$ cat config.mk
export PLATFORM = sky130hd
export DESIGN_NAME = sfdp_resp
export DESIGN_NICKNAME = d
export VERILOG_FILES = /design/src/hdl/sfdp_resp.v
export VERILOG_INCLUDE_DIRS = /design/src /design/src/hdl
export SDC_FILE = /design/constraint.sdc
export NUM_CORES = 1
export LEC_CHECK = 0
export BUFFER_PORTS_ARGS = -buffer_cell sky130_fd_sc_hd__buf_2
export CORE_MARGIN = 8
export CORE_UTILIZATION = 50
export CTS_BUF_LIST = sky130_fd_sc_hd__clkbuf_8
export CTS_CLUSTER_SIZE = 30
export DETAILED_ROUTE_END_ITERATION = 10
export PLACE_DENSITY = 0.7
export SLEW_MARGIN = 20
export SYNTH_ARGS = -nofsm -noshare
export SYNTH_HDL_FRONTEND = slang
export SYNTH_SLANG_ARGS = --single-unit
$ cat constraint.sdc
create_clock -name clk -period 3.1 [get_ports clk]
set_clock_uncertainty 0.05 [all_clocks]
set_input_delay 0.62 -clock clk [delete_from_list [all_inputs] [get_ports clk]]
set_output_delay 0.62 -clock clk [all_outputs]
set_load 0.01 [all_outputs]
$ cat src/hdl/sfdp_consts.vh
// Purpose: constants of the discovery table read responder
// Assumes: a single core clock that oversamples the serial clock
// Notes:   table bytes not listed here read as all ones
//
// Summary of operation
// - eight dummy clocks in single or dual mode, ten in quad
// - bytes stream from start address upward, wrapping at 2048 to zero
// - raising select during data output ends the read at once
// - read is always continuous; the burst wrap setting is ignored
// - bytes 00h-03h hold the signature 53h 46h 44h 50h
// - 04h minor 00h, 05h major 01h, 06h header count 00h, 07h FFh
// - parameter header: id 00h, rev 00h/01h, 09h dwords, pointer 30h, FFh
// - locations 10h through 2Fh read as all ones
// - byte 30h encodes erase size, granularity and write enable bits
// - byte 31h holds 4KB erase opcode 20h; byte 33h reads FFh
// - byte 32h flags 1-1-2 read, three address bytes, single rate
// - bytes 34h-37h give array size FFh FFh FFh 03h
// - byte 38h holds 1-4-4 dummy and mode counts, 39h opcode EBh
// - byte 3Ah holds 1-1-4 dummy and mode counts, 3Bh opcode 6Bh
// - byte 3Ch holds 1-1-2 dummy and mode counts, 3Dh opcode 3Bh
// - byte 3Eh holds 1-2-2 dummy and mode counts, 3Fh opcode BBh
// - byte 40h flags 2-2-2 and 4-4-4 read with reserved ones
// - 46h 2-2-2 counts, 47h opcode BBh; 41h-45h, 48h-49h all ones
// - byte 4Ah holds 4-4-4 counts, 4Bh opcode EBh
// - 4Ch-53h erase types 0Ch/20h, 10h/D8h, then four bytes of 00h
// - address bits are sampled on rising serial clock edges
`ifndef SFDP_CONSTS_VH
`define SFDP_CONSTS_VH

// protocol select codes
`define SFDP_PROTO_EXT   2'h0
`define SFDP_PROTO_DUAL  2'h1
`define SFDP_PROTO_QUAD  2'h2

// framing lengths in serial clocks, and the table address width in bits
`define SFDP_CMD_BITS    6'h08
`define SFDP_ADDR_BITS   6'h18
`define SFDP_DUMMY_SD    6'h08
`define SFDP_DUMMY_Q     6'h0a
`define SFDP_ADDR_W      11

// buffer shape
`define SFDP_FIFO_W      8
`define SFDP_FIFO_D      8

// table contents
`define SFDP_B_BLANK     8'hff
`define SFDP_B00         8'h53
`define SFDP_B01         8'h46
`define SFDP_B02         8'h44
`define SFDP_B03         8'h50
`define SFDP_B04         8'h00
`define SFDP_B05         8'h01
`define SFDP_B06         8'h00
`define SFDP_B08         8'h00
`define SFDP_B09         8'h00
`define SFDP_B0A         8'h01
`define SFDP_B0B         8'h09
`define SFDP_B0C         8'h30
`define SFDP_B0D         8'h00
`define SFDP_B0E         8'h00
`define SFDP_B30         8'he5
`define SFDP_B31         8'h20
`define SFDP_B32         8'hf1
`define SFDP_B37         8'h03
`define SFDP_B38         8'h29
`define SFDP_B39         8'heb
`define SFDP_B3A         8'h27
`define SFDP_B3B         8'h6b
`define SFDP_B3C         8'h08
`define SFDP_B3D         8'h3b
`define SFDP_B3E         8'h27
`define SFDP_B3F         8'hbb
`define SFDP_B40         8'hff
`define SFDP_B46         8'h27
`define SFDP_B47         8'hbb
`define SFDP_B4A         8'h29
`define SFDP_B4B         8'heb
`define SFDP_B4C         8'h0c
`define SFDP_B4D         8'h20
`define SFDP_B4E         8'h10
`define SFDP_B4F         8'hd8
`define SFDP_B_NONE      8'h00

`endif

$ cat src/hdl/sfdp_resp.v
// Purpose: serve the discovery parameter table to an external serial host
// Assumes: clk at least eight times the serial clock; nrst synchronous
// Notes:   table bytes pass through a small fifo on their way to the pins
`timescale 1ns/1ps
`include "sfdp_consts.vh"

////////////////////////////////////////////////////////////////////////////
// small synchronous fifo with flush
////////////////////////////////////////////////////////////////////////////
module sfdp_fifo #(
  parameter WIDTH = `SFDP_FIFO_W,
  parameter DEPTH = `SFDP_FIFO_D,
  parameter AW    = 3
) (
  input  wire             clk,       // core clock
  input  wire             nrst,      // synchronous reset, active low
  input  wire             flush,     // drop all entries
  input  wire             in_valid,  // writer offers a word
  output wire             in_ready,  // space for a word
  input  wire [WIDTH-1:0] in_data,   // word written
  output wire             out_valid, // a word is waiting
  input  wire             out_ready, // reader takes the word
  output wire [WIDTH-1:0] out_data   // oldest word
);
  // storage, pointers and fill level
  reg [WIDTH-1:0] mem [0:DEPTH-1];
  reg [AW-1:0]    wr_ptr;
  reg [AW-1:0]    rd_ptr;
  reg [AW:0]      count;
  wire            push;
  wire            pop;

  // handshakes on both sides
  assign in_ready  = (count != DEPTH[AW:0]);
  assign out_valid = (count != {(AW+1){1'b0}});
  assign out_data  = mem[rd_ptr];
  assign push      = in_valid & in_ready;
  assign pop       = out_valid & out_ready;

  // storage write
  always @(posedge clk) begin
    if (push) begin
      mem[wr_ptr] <= in_data;
    end
  end

  // pointers and fill level; flush beats any transfer
  // count separates full from empty when the pointers meet
  always @(posedge clk) begin
    if (!nrst || flush) begin
      wr_ptr <= {AW{1'b0}};
      rd_ptr <= {AW{1'b0}};
      count  <= {(AW+1){1'b0}};
    end else begin
      if (push) begin
        wr_ptr <= (wr_ptr == DEPTH[AW-1:0] - 1'b1) ? {AW{1'b0}}
                                                   : wr_ptr + 1'b1;
      end
      if (pop) begin
        rd_ptr <= (rd_ptr == DEPTH[AW-1:0] - 1'b1) ? {AW{1'b0}}
                                                   : rd_ptr + 1'b1;
      end
      if (push && !pop) begin
        count <= count + 1'b1;
      end else if (pop && !push) begin
        count <= count - 1'b1;
      end
    end
  end
endmodule // sfdp_fifo

////////////////////////////////////////////////////////////////////////////
// discovery table read responder
////////////////////////////////////////////////////////////////////////////
module sfdp_resp #(
  parameter [7:0] READ_OPCODE = 8'h5a   // opcode that starts the read
) (
  input  wire       clk,         // core clock, 25 MHz
  input  wire       nrst,        // synchronous reset, active low
  input  wire       sel_n,       // chip select pin, active low
  input  wire       sclk,        // serial clock pin
  input  wire [3:0] dq_in,       // data pins, input side
  input  wire [1:0] proto,       // extended, dual or quad protocol
  output reg  [3:0] dq_out,      // data pins, output side
  output reg  [3:0] dq_oe,       // data pins, drive enables
  output reg        busy,        // a discovery read is in progress
  output reg        streaming    // data output phase reached
);
  // frame states
  localparam [2:0] ST_CMD   = 3'h0;
  localparam [2:0] ST_ADDR  = 3'h1;
  localparam [2:0] ST_DUMMY = 3'h2;
  localparam [2:0] ST_DATA  = 3'h3;
  localparam [2:0] ST_IGN   = 3'h4;

  // pin synchroniser stages
  reg                    sel_s1;
  reg                    sel_s2;
  reg                    sclk_s1;
  reg                    sclk_s2;
  reg                    sclk_s3;
  reg  [3:0]             dq_s1;
  reg  [3:0]             dq_s2;
  // frame state, shift registers and table fetch
  reg  [2:0]             state;
  reg  [5:0]             bit_cnt;
  reg  [22:0]            in_sr;
  reg  [`SFDP_ADDR_W-1:0] prod_ptr;
  reg                    prod_en;
  reg  [7:0]             obuf;
  reg  [3:0]             bits_left;
  // decoded strobes and fifo handshake
  wire                   rise;
  wire                   fall;
  wire [5:0]             dummy_need;
  wire [2:0]             step;
  wire                   fifo_ready;
  wire                   fifo_valid;
  wire [7:0]             fifo_data;
  // combinational lane selection
  reg                    fifo_pop;
  reg  [7:0]             src;
  reg  [3:0]             next_dq;
  reg  [3:0]             next_oe;

  ////////////////////////////////////////////////////////////////////////
  // table contents by location
  ////////////////////////////////////////////////////////////////////////
  function [7:0] table_byte;
    input [`SFDP_ADDR_W-1:0] a;
    begin
      case (a)
        11'h000: table_byte = `SFDP_B00;
        11'h001: table_byte = `SFDP_B01;
        11'h002: table_byte = `SFDP_B02;
        11'h003: table_byte = `SFDP_B03;
        11'h004: table_byte = `SFDP_B04;
        11'h005: table_byte = `SFDP_B05;
        11'h006: table_byte = `SFDP_B06;
        11'h008: table_byte = `SFDP_B08;
        11'h009: table_byte = `SFDP_B09;
        11'h00a: table_byte = `SFDP_B0A;
        11'h00b: table_byte = `SFDP_B0B;
        11'h00c: table_byte = `SFDP_B0C;
        11'h00d: table_byte = `SFDP_B0D;
        11'h00e: table_byte = `SFDP_B0E;
        11'h030: table_byte = `SFDP_B30;
        11'h031: table_byte = `SFDP_B31;
        11'h032: table_byte = `SFDP_B32;
        11'h037: table_byte = `SFDP_B37;
        11'h038: table_byte = `SFDP_B38;
        11'h039: table_byte = `SFDP_B39;
        11'h03a: table_byte = `SFDP_B3A;
        11'h03b: table_byte = `SFDP_B3B;
        11'h03c: table_byte = `SFDP_B3C;
        11'h03d: table_byte = `SFDP_B3D;
        11'h03e: table_byte = `SFDP_B3E;
        11'h03f: table_byte = `SFDP_B3F;
        11'h040: table_byte = `SFDP_B40;
        11'h046: table_byte = `SFDP_B46;
        11'h047: table_byte = `SFDP_B47;
        11'h04a: table_byte = `SFDP_B4A;
        11'h04b: table_byte = `SFDP_B4B;
        11'h04c: table_byte = `SFDP_B4C;
        11'h04d: table_byte = `SFDP_B4D;
        11'h04e: table_byte = `SFDP_B4E;
        11'h04f: table_byte = `SFDP_B4F;
        11'h050: table_byte = `SFDP_B_NONE;
        11'h051: table_byte = `SFDP_B_NONE;
        11'h052: table_byte = `SFDP_B_NONE;
        11'h053: table_byte = `SFDP_B_NONE;
        // unused, reserved and size locations that read as all ones
        11'h007: table_byte = `SFDP_B_BLANK;
        11'h00f: table_byte = `SFDP_B_BLANK;
        11'h033: table_byte = `SFDP_B_BLANK;
        11'h034: table_byte = `SFDP_B_BLANK;
        11'h035: table_byte = `SFDP_B_BLANK;
        11'h036: table_byte = `SFDP_B_BLANK;
        11'h041: table_byte = `SFDP_B_BLANK;
        11'h042: table_byte = `SFDP_B_BLANK;
        11'h043: table_byte = `SFDP_B_BLANK;
        11'h044: table_byte = `SFDP_B_BLANK;
        11'h045: table_byte = `SFDP_B_BLANK;
        11'h048: table_byte = `SFDP_B_BLANK;
        11'h049: table_byte = `SFDP_B_BLANK;
        // 10h-2Fh and everything above 53h
        default: table_byte = `SFDP_B_BLANK;
      endcase
    end
  endfunction

  ////////////////////////////////////////////////////////////////////////
  // pin synchronisers
  ////////////////////////////////////////////////////////////////////////
  // two stages on every pin, a third on the clock for edge finding
  // data pins share the clock's delay, so bits line up with its edges
  always @(posedge clk) begin
    if (!nrst) begin
      sel_s1  <= 1'b1;
      sel_s2  <= 1'b1;
      sclk_s1 <= 1'b0;
      sclk_s2 <= 1'b0;
      sclk_s3 <= 1'b0;
      dq_s1   <= 4'h0;
      dq_s2   <= 4'h0;
    end else begin
      sel_s1  <= sel_n;
      sel_s2  <= sel_s1;
      sclk_s1 <= sclk;
      sclk_s2 <= sclk_s1;
      sclk_s3 <= sclk_s2;
      dq_s1   <= dq_in;
      dq_s2   <= dq_s1;
    end
  end

  // serial clock edges, seen after synchronisation
  // edges show up two to three core clocks after the pin moves
  assign rise = sclk_s2 & ~sclk_s3;
  assign fall = ~sclk_s2 & sclk_s3;

  // dummy length depends on the protocol in use
  assign dummy_need = (proto == `SFDP_PROTO_QUAD) ? `SFDP_DUMMY_Q
                                                  : `SFDP_DUMMY_SD;

  // bits per serial clock in the data phase
  assign step = (proto == `SFDP_PROTO_QUAD) ? 3'h4 :
                (proto == `SFDP_PROTO_DUAL) ? 3'h2 : 3'h1;

  ////////////////////////////////////////////////////////////////////////
  // table fetch into the fifo
  ////////////////////////////////////////////////////////////////////////
  // the fetch runs up to eight bytes ahead of the shifter, so a
  // table look-up never sits in the serial clock's path
  sfdp_fifo #(
    .WIDTH     (`SFDP_FIFO_W),
    .DEPTH     (`SFDP_FIFO_D),
    .AW        (3)
  ) u_fifo (
    .clk       (clk),
    .nrst      (nrst),
    .flush     (sel_s2),
    .in_valid  (prod_en),
    .in_ready  (fifo_ready),
    .in_data   (table_byte(prod_ptr)),
    .out_valid (fifo_valid),
    .out_ready (fifo_pop),
    .out_data  (fifo_data)
  );

  ////////////////////////////////////////////////////////////////////////
  // output lane selection
  ////////////////////////////////////////////////////////////////////////
  // pick the byte to shift and map its top bits onto the lanes
  // with sclk eight core clocks or longer the fifo never runs dry;
  // should it, blank bytes are shifted rather than stale data
  always @* begin
    fifo_pop = 1'b0;
    src      = obuf;
    if (state == ST_DATA && fall && bits_left == 4'h0) begin
      fifo_pop = fifo_valid;
      src      = fifo_valid ? fifo_data : `SFDP_B_BLANK;
    end
    case (proto)
      `SFDP_PROTO_QUAD: begin
        next_dq = src[7:4];
        next_oe = 4'hf;
      end
      `SFDP_PROTO_DUAL: begin
        next_dq = {2'h0, src[7:6]};
        next_oe = 4'h3;
      end
      default: begin
        next_dq = {2'h0, src[7], 1'b0};  // single line uses lane one
        next_oe = 4'h2;
      end
    endcase
  end

  ////////////////////////////////////////////////////////////////////////
  // frame sequencer
  ////////////////////////////////////////////////////////////////////////
  // select high aborts whatever phase the frame is in
  // outputs change only on core clock edges, straight from flip-flops
  always @(posedge clk) begin
    if (!nrst) begin
      // lines released, nothing in flight
      state     <= ST_CMD;
      bit_cnt   <= 6'h00;
      in_sr     <= 23'h000000;
      prod_ptr  <= {`SFDP_ADDR_W{1'b0}};
      prod_en   <= 1'b0;
      obuf      <= 8'h00;
      bits_left <= 4'h0;
      dq_out    <= 4'h0;
      dq_oe     <= 4'h0;
      busy      <= 1'b0;
      streaming <= 1'b0;
    end else if (sel_s2) begin
      // the fifo is flushed by the same synchronised select
      state     <= ST_CMD;
      bit_cnt   <= 6'h00;
      prod_en   <= 1'b0;
      bits_left <= 4'h0;
      dq_oe     <= 4'h0;
      busy      <= 1'b0;
      streaming <= 1'b0;
    end else begin
      // fetch runs ahead while the fifo has room; 11-bit pointer wraps
      if (prod_en && fifo_ready) begin
        prod_ptr <= prod_ptr + 1'b1;
      end
      case (state)
        // opcode, one bit per serial rise on line zero
        ST_CMD: begin
          if (rise) begin
            in_sr   <= {in_sr[21:0], dq_s2[0]};
            bit_cnt <= bit_cnt + 1'b1;
            if (bit_cnt == `SFDP_CMD_BITS - 1'b1) begin
              bit_cnt <= 6'h00;
              if ({in_sr[6:0], dq_s2[0]} == READ_OPCODE) begin
                state <= ST_ADDR;
                busy  <= 1'b1;
              end else begin
                state <= ST_IGN;
              end
            end
          end
        end
        // address, low eleven bits kept as the start location
        ST_ADDR: begin
          if (rise) begin
            in_sr   <= {in_sr[21:0], dq_s2[0]};
            bit_cnt <= bit_cnt + 1'b1;
            if (bit_cnt == `SFDP_ADDR_BITS - 1'b1) begin
              bit_cnt  <= 6'h00;
              prod_ptr <= {in_sr[9:0], dq_s2[0]};
              prod_en  <= 1'b1;
              state    <= ST_DUMMY;
            end
          end
        end
        // dummy clocks, length set by the protocol in use
        ST_DUMMY: begin
          if (rise) begin
            bit_cnt <= bit_cnt + 1'b1;
            if (bit_cnt == dummy_need - 1'b1) begin
              bit_cnt   <= 6'h00;
              bits_left <= 4'h0;
              state     <= ST_DATA;
            end
          end
        end
        ST_DATA: begin
          // drive after each falling edge so the host samples on rise
          if (fall) begin
            dq_out    <= next_dq;
            dq_oe     <= next_oe;
            streaming <= 1'b1;
            obuf      <= src << step;
            // a new byte is loaded once the previous one is used up
            if (bits_left == 4'h0) begin
              bits_left <= 4'h8 - {1'b0, step};
            end else begin
              bits_left <= bits_left - {1'b0, step};
            end
          end
        end
        // foreign opcode: stay silent until select rises
        ST_IGN: begin
          bit_cnt <= 6'h00;              // other commands wait out the frame
        end
        // unused codes park until the frame ends
        default: begin
          state <= ST_IGN;
        end
      endcase
    end
  end
endmodule // sfdp_resp

==> results.py, run 1 <==
metrics = {
    "clocking": {
        "cts-htree-levels": 4,
        "numCtsBuffers": 17,
        "cts_max_path_buffers": 2,
        "clk_pin_slew_ns": 0.08,
        "cts_setup_buffers": 0,
        "clk_latency_ns": 0.46,
        "root_buffer": "clkbuf_8",
        "cts_sinks": 143,
        "cts_tree": "yes",
    },
    "critical_path": {
        "cp-start-kind": "flop",
        "path_class": "reg2reg",
        "crit_path_max_fanout": 6,
        "regToRegSetupSlack_ns": 0.09,
        "crit_arrival_ns": 3.32,
        "cp-end-kind": "flop",
        "worstRegToRegCells": 11,
        "worstPathRequired_ns": 3.41,
        "r2r-start": "u_fifo.count[3]$_SDFFE_PP0P_",
    },
    "sta": {
        "fmaxAchievable_ghz": 0.332,
        "setup_viol": 0,
        "finalCriticalPeriod_ns": 3.01,
        "slew_headroom_pct": 42.6,
        "setup_ws_ns": 0.0853,
        "slew_violations": 0,
        "tightest_slew_ns": 0.859,
        "final_hold_viol_count": 0,
        "min_period_over_period_pct": 97.2,
    },
    "die": {
        "initial_core_util_pct": 51.2,
        "fp.dieH_um": 135,
        "rows": 43,
        "fp.dieW_um": 135,
        "ios": 20,
        "die_area_sq_um": 18300,
        "core_area_sq_um": 13900,
    },
    "synth": {
        "postSynthCellCount": 669,
        "synthArstFlopShare_pct": 0,
        "synth_nets": 702,
        "synth.distinct_cells": 75,
        "synth_warnings": 0,
        "syn_avg_cell_area_sq_um": 10.6,
        "ys_seq_elements": 143,
        "syn_area_sq_um": 7100,
        "synth-main-ff-cell": "dfxtp_1",
        "synth_seq_area_share_pct": 49.3,
        "synth_edf_count": 64,
    },
    "grt": {
        "grt_pass1_vias": 5392,
        "overflow": 0,
        "grt_usage_pct": 18.3,
        "antenna_found_initial": 0,
        "grt_max_degree": 25,
        "grt_first_pass_wirelength_um": 26600,
    },
    "placement": {
        "dp.cells": 887,
        "gp_congestion": 0.916,
        "place_ws_ns": 0.0212,
        "dpl.hpwl_um": 11900,
        "io_buffers": 16,
    },
    "finish": {
        "drive_above_1_share_pct": 20.4,
        "stdcell_count": 919,
        "area_growth_pct": 14.6,
        "final-seq-area_sq_um": 3500,
        "multi_input_area_sq_um": 3390,
        "num_antenna_cells": 0,
        "nets": 759,
        "nFillCells": 1165,
    },
    "detailed_routing": {
        "drt_pass1_iterations": 7,
        "wl_per_cell_um": 18.1,
        "drc": 0,
        "drtIter0Drc": 456,
        "via_per_inst": 5.98,
        "drt-total-wl_um": 16700,
        "ant_nets": 0,
        "vias": 5498,
    },
    "min_path": {
        "holdPathEnd": "sel_s1$_SDFF_PN1_",
        "hold-path-cell-count": 2,
        "hold_start": "sel_n",
        "hold_path.class": "in2reg",
    },
    "outcome": {
        "status": "completed",
    },
    "pwr": {
        "peakVddDrop_v": 0.000281,
        "leakage_nw": 2.96,
        "p_per_area_nw_per_um2": 446,
    },
    "run": {
        "max-cap-violations": 0,
    },
}
## Yosys cell counts, types with 8 or more instances
master | n | area [sq um]
inv_1 | 20 | 75.1
a22oi_1 | 9 | 67.6
edfxtp_1 | 64 | 1920
clkbuf_1 | 24 | 90.1
mux4_2 | 16 | 360
and2_1 | 10 | 62.6
nor3_1 | 22 | 110
mux2i_1 | 31 | 310
dfxtp_1 | 79 | 1580
ha_1 | 21 | 263
nand2b_1 | 15 | 93.8
o21ai_0 | 28 | 140
nor4_1 | 9 | 56.3
nor2_1 | 69 | 259
nand2_1 | 47 | 176
nand3_1 | 8 | 40.0
a21oi_1 | 46 | 230
## layout make-up
cell class	instances	area share, %
inverters	26	1.20
multi-input cells	466	41.7
repair buffers	72	6.15
flip-flops and latches	143	43.1
clock inverters	15	2.24
well taps	180	2.77
clock buffers	17	2.87
## how the worst max path moves through the flow
stage                                      start                      endpoint  slack, ns  depth (start not counted)
finish              u_fifo.count[3]$_SDFFE_PP0P_                          flop       0.09                         11
floorplan                  state[1]$_SDFFE_PP0P_  u_fifo.count[3]$_SDFFE_PP0P_       0.02                         13
global placement              sclk_s2$_SDFF_PN0_                          flop       0.05                          8
detailed placement     bits_left[1]$_SDFFE_PP0P_  u_fifo.count[3]$_SDFFE_PP0P_       0.02                         11
CTS                    bits_left[1]$_SDFFE_PP0P_  u_fifo.count[3]$_SDFFE_PP0P_      0.002                         11
global route           bits_left[1]$_SDFFE_PP0P_  u_fifo.count[3]$_SDFFE_PP0P_      -0.02                         11
## power breakdown
part	switching, mW	leakage (nW)	internal, mW
clock	0.762	0.211	0.809
combinational	0.0628	1.54	0.0361
sequential	0.00445	1.21	1.96
## kinds of logic (layout without fill, tap and decap cells)
| kind of cell | after synthesis | in the layout | synth area share [%] |
|---|---|---|---|
| AND/OR/NAND/NOR | 224 | 224 | 16.1 |
| AO/OA/AOI/OAI | 159 | 159 | 15.6 |
| flip-flops | 143 | 143 | 49.3 |
| buffers and inverters | 60 | 130 | 3.44 |
| multiplexers | 53 | 53 | 10.4 |
| adder cells (fa/ha/maj) | 23 | 23 | 4.26 |
| XOR/XNOR | 7 | 7 | 0.863 |
## through the flow
| stage | instance area [sq um] | util [%] | TNS (ns) | power (mW) | hold WS (ns) |
|---|---|---|---|---|---|
| after floorplan | 7100 | - | 0 | 2.07 | 0.336 |
| after global placement | 7680 | 55.3 | 0 | 2.10 | 0.347 |
| after detailed placement | 7680 | 55.3 | 0 | 2.10 | 0.368 |
| after CTS | 8100 | 58.4 | 0 | 3.65 | 0.290 |
| after global routing | 8140 | 58.6 | -0.0210 | 3.74 | 0.303 |
| final | 8140 | 58.6 | 0 | 3.63 | 0.319 |
## critical path, stage by stage, from the launching register on
cell and delay, ns:
dfxtp_1 0.40, or4b_1 0.51, nand2_1 0.14, inv_1 0.14, o21ai_0 0.25, a32o_2 0.30
inv_2 0.08, buf_4 0.14, ha_1 0.19, a21oi_1 0.33, o21ai_0 0.18, o211ai_1 0.21
## state kept, by name, summed over array words and instances, names as in the netlist, 3 cells and up, named ones only
name	cells
u_fifo.mem	64
prod_ptr	11
in_sr	10
obuf	8
bit_cnt	6
bits_left	4
dq_out	4
u_fifo.count	4
dq_oe	3
state	3
u_fifo.rd_ptr	3
u_fifo.wr_ptr	3
## repair_timing
action,4_1_cts,5_1_grt
hold buffers,0,0
pin swaps,0,2
endpoints found under the setup margin,1,9
resized for setup,1,10
## layer usage
metal	vias to the layer above	wire length, um	track usage, %
met5	-	0	0
met4	0	383	7.96
met3	27	809	3.82
met2	181	8290	30.4
met1	2679	7190	22.7
li1	2611	-	-
## cells in the final DEF, fill, tap and decap left out, types with 5 or more instances in the layout
master | netlist | final
a31oi_1 | 7 | 7
a211oi_1 | 7 | 7
nand3_1 | 8 | 8
dfxtp_1 | 79 | 78
nand4_1 | 7 | 7
nor3_1 | 22 | 22
mux2i_1 | 31 | 31
mux4_2 | 16 | 16
a22oi_1 | 9 | 9
ha_1 | 21 | 20
nor2_1 | 69 | 69
edfxtp_1 | 64 | 64
and2_1 | 10 | 10
and3_1 | 5 | 5
or3_1 | 6 | 5
buf_2 | 3 | 16
o221ai_1 | 5 | 5
a2bb2oi_1 | 7 | 7
a21oi_1 | 46 | 44
clkbuf_8 | 0 | 17
inv_1 | 20 | 20
inv_6 | 0 | 5
a21o_1 | 7 | 7
nand2b_1 | 15 | 15
o211ai_1 | 5 | 5
o21ai_0 | 28 | 27
inv_2 | 5 | 6
o21a_1 | 6 | 6
nor4_1 | 9 | 8
buf_4 | 2 | 56
nand2_1 | 47 | 47
(Power assumes the default switching activity.)
==> run 2: changes to the inputs <==
--- a/config.mk
+++ b/config.mk
@@ -7,12 +7,14 @@
 export NUM_CORES = 1
 export LEC_CHECK = 0
 export BUFFER_PORTS_ARGS = -buffer_cell sky130_fd_sc_hd__buf_2
+export CELL_PAD_IN_SITES_DETAIL_PLACEMENT = 1
+export CELL_PAD_IN_SITES_GLOBAL_PLACEMENT = 1
 export CORE_MARGIN = 8
-export CORE_UTILIZATION = 50
+export CORE_UTILIZATION = 47
 export CTS_BUF_LIST = sky130_fd_sc_hd__clkbuf_8
 export CTS_CLUSTER_SIZE = 30
 export DETAILED_ROUTE_END_ITERATION = 10
-export PLACE_DENSITY = 0.7
+export PLACE_DENSITY = 0.79
 export SLEW_MARGIN = 20
 export SYNTH_ARGS = -nofsm -noshare
 export SYNTH_HDL_FRONTEND = slang
==> results.py, run 2 (synthesis results as in run 1) <==
metrics = {
    "critical_path": {
        "crit_path_max_fanout": 4,
        "cp-start-kind": "flop",
        "crit_arrival_ns": 3.29,
        "path_class": "reg2reg",
        "path_buf_inv": 2,
        "crit_family": "simple AND/OR/NAND/NOR gates",
        "crit_start": "state[2]$_SDFFE_PP0P_",
        "slowest_stage": "or3_4",
        "max_stage_delay_ns": 0.43,
        "cp-end-kind": "flop",
        "path_depth": 10,
        "worstRegToRegCells": 10,
        "r2r-start": "state[2]$_SDFFE_PP0P_",
        "regToRegSetupSlack_ns": 0.07,
        "worstPathRequired_ns": 3.35,
        "crit_chain": "or3b_1, or3_4, mux2_4, a32o_2, buf_4, ha_4, inv_1, nand2_1, a221oi_1, o221ai_1",
    },
    "finish": {
        "final-seq-area_sq_um": 3500,
        "area_growth_pct": 15.3,
        "regMostFlops": "u_fifo.mem",
        "reg.largest.list": "u_fifo.mem (64), prod_ptr (11), in_sr (10)",
        "final_common_cell": "dfxtp_1",
        "nets": 769,
        "drive_above_1_share_pct": 20.8,
        "nFillCells": 1648,
        "largest_reg_flops": 64,
        "num_antenna_cells": 0,
        "final_cell_mix": "dfxtp_1, nor2_1, buf_4, edfxtp_1, nand2_1",
        "multi_input_area_sq_um": 3410,
        "fin_util_pct": 54.7,
    },
    "grt": {
        "grt_pass1_vias": 5942,
        "overflow": 0,
        "grt_max_degree": 23,
        "grt_usage_pct": 20.5,
        "antenna_found_initial": 0,
        "grt_first_pass_wirelength_um": 31300,
    },
    "detailed_routing": {
        "wl_per_cell_um": 20.5,
        "drt-total-wl_um": 19200,
        "drc": 0,
        "via_per_inst": 5.91,
        "drt_pass1_iterations": 5,
        "ant_nets": 0,
        "drtIter0Drc": 371,
        "vias": 5539,
    },
    "clocking": {
        "holdBufCountCts": 0,
        "clk_pin_slew_ns": 0.08,
        "cts_sinks": 143,
        "cts_max_path_buffers": 2,
        "cts_tree": "yes",
        "cts-htree-levels": 4,
        "numCtsBuffers": 17,
        "root_buffer": "clkbuf_8",
        "clk_latency_ns": 0.45,
    },
    "die": {
        "die_area_sq_um": 19300,
        "fp.dieH_um": 139,
        "rows": 45,
        "fp.dieW_um": 139,
        "core_area_sq_um": 15000,
        "initial_core_util_pct": 47.4,
        "ios": 20,
    },
    "sta": {
        "tightest_slew_ns": 0.701,
        "finalCriticalPeriod_ns": 3.03,
        "final_hold_viol_count": 0,
        "setup_viol": 0,
        "slew_headroom_pct": 52.9,
        "grt_setup_unrepaired": "true",
        "fmaxAchievable_ghz": 0.330,
        "tns_ns": 0,
        "min_period_over_period_pct": 97.7,
        "slew_violations": 0,
    },
    "placement": {
        "gp_congestion": 0.859,
        "dpl.hpwl_um": 14100,
        "io_buffers": 16,
    },
    "pwr": {
        "peakVddDrop_v": 0.000272,
        "finalPower_mw": 3.40,
        "p_per_area_nw_per_um2": 415,
        "leakage_nw": 3.00,
    },
    "outcome": {
        "status": "completed",
    },
    "min_path": {
        "hold_path.class": "in2reg",
    },
    "run": {
        "max-cap-violations": 0,
    },
}
==> run 2: changes by cell type in the layout (fill, tap and decap cells not counted), sizes merged <==
cell	previous run	this run
buf	72	82
bufinv	3	0
clkbuf	17	19
clkinv	4	5
==> run 2: worst reg2reg max path, delay by kind of cell, from the launching register on <==
family	cells	cell delay, ns
multiplexers	1	0.32
AO/OA/AOI/OAI	3	0.81
buffers and inverters	2	0.24
flip-flops	1	0.32
AND/OR/NAND/NOR	3	0.90
adder cells (fa/ha/maj)	1	0.25
==> run 2: through the flow <==
step / hold WS [ns] / setup slack, ns / instance area, sq um / cells
floorplan: 0.336 / 0.0190 / 7100 / 669
global placement: 0.345 / 0.0149 / 7740 / 902
detailed placement: 0.352 / 0.00995 / 7740 / 902
CTS: 0.273 / 0.0423 / 8100 / 934
global route: 0.292 / -0.0352 / 8190 / 937
finish: 0.304 / 0.0699 / 8190 / 937
==> run 2: how the worst min path moves through the flow <==
stage                             end  depth (start not counted)               from
finish              sel_s1$_SDFF_PN1_                          2              sel_n
global route        sel_s1$_SDFF_PN1_                          2              sel_n
CTS                 sel_s1$_SDFF_PN1_                          2              sel_n
detailed placement  sel_s2$_SDFF_PN1_                          1  sel_s1$_SDFF_PN1_
global placement    sel_s2$_SDFF_PN1_                          1  sel_s1$_SDFF_PN1_
floorplan           sel_s2$_SDFF_PN1_                          1  sel_s1$_SDFF_PN1_
==> run 2: power breakdown <==
| group | total (mW) | leakage [nW] | internal (mW) | switching [mW] |
|---|---|---|---|---|
| combinational | 0.109 | 1.60 | 0.0397 | 0.0696 |
| clock | 1.33 | 0.187 | 0.596 | 0.731 |
| sequential | 1.96 | 1.21 | 1.96 | 0.00467 |
==> run 2: timing repair <==
item	CTS	global route
setup buffers	0	3
pin swaps	0	3
resized for setup	2	9
gates cloned	0	0
endpoints found under the setup margin	2	9
==> run 2: cell type report <==
type | instances | area share [%]
clock inverters | 13 | 1.10
well taps | 188 | 2.87
clock buffers | 19 | 3.19
multi-input cells | 466 | 41.7
inverters | 26 | 1.19
repair buffers | 82 | 7.18
flip-flops and latches | 143 | 42.8
==> run 2: routing by layer <==
layer | vias up | global-route usage, % | part of all wire [%]
met4 | 0 | 7.28 | 2.1
met1 | 2774 | 23.8 | 43
li1 | 2634 | - | -
met5 | - | 0 | 0
met2 | 101 | 36.3 | 52
met3 | 30 | 4.54 | 3.2
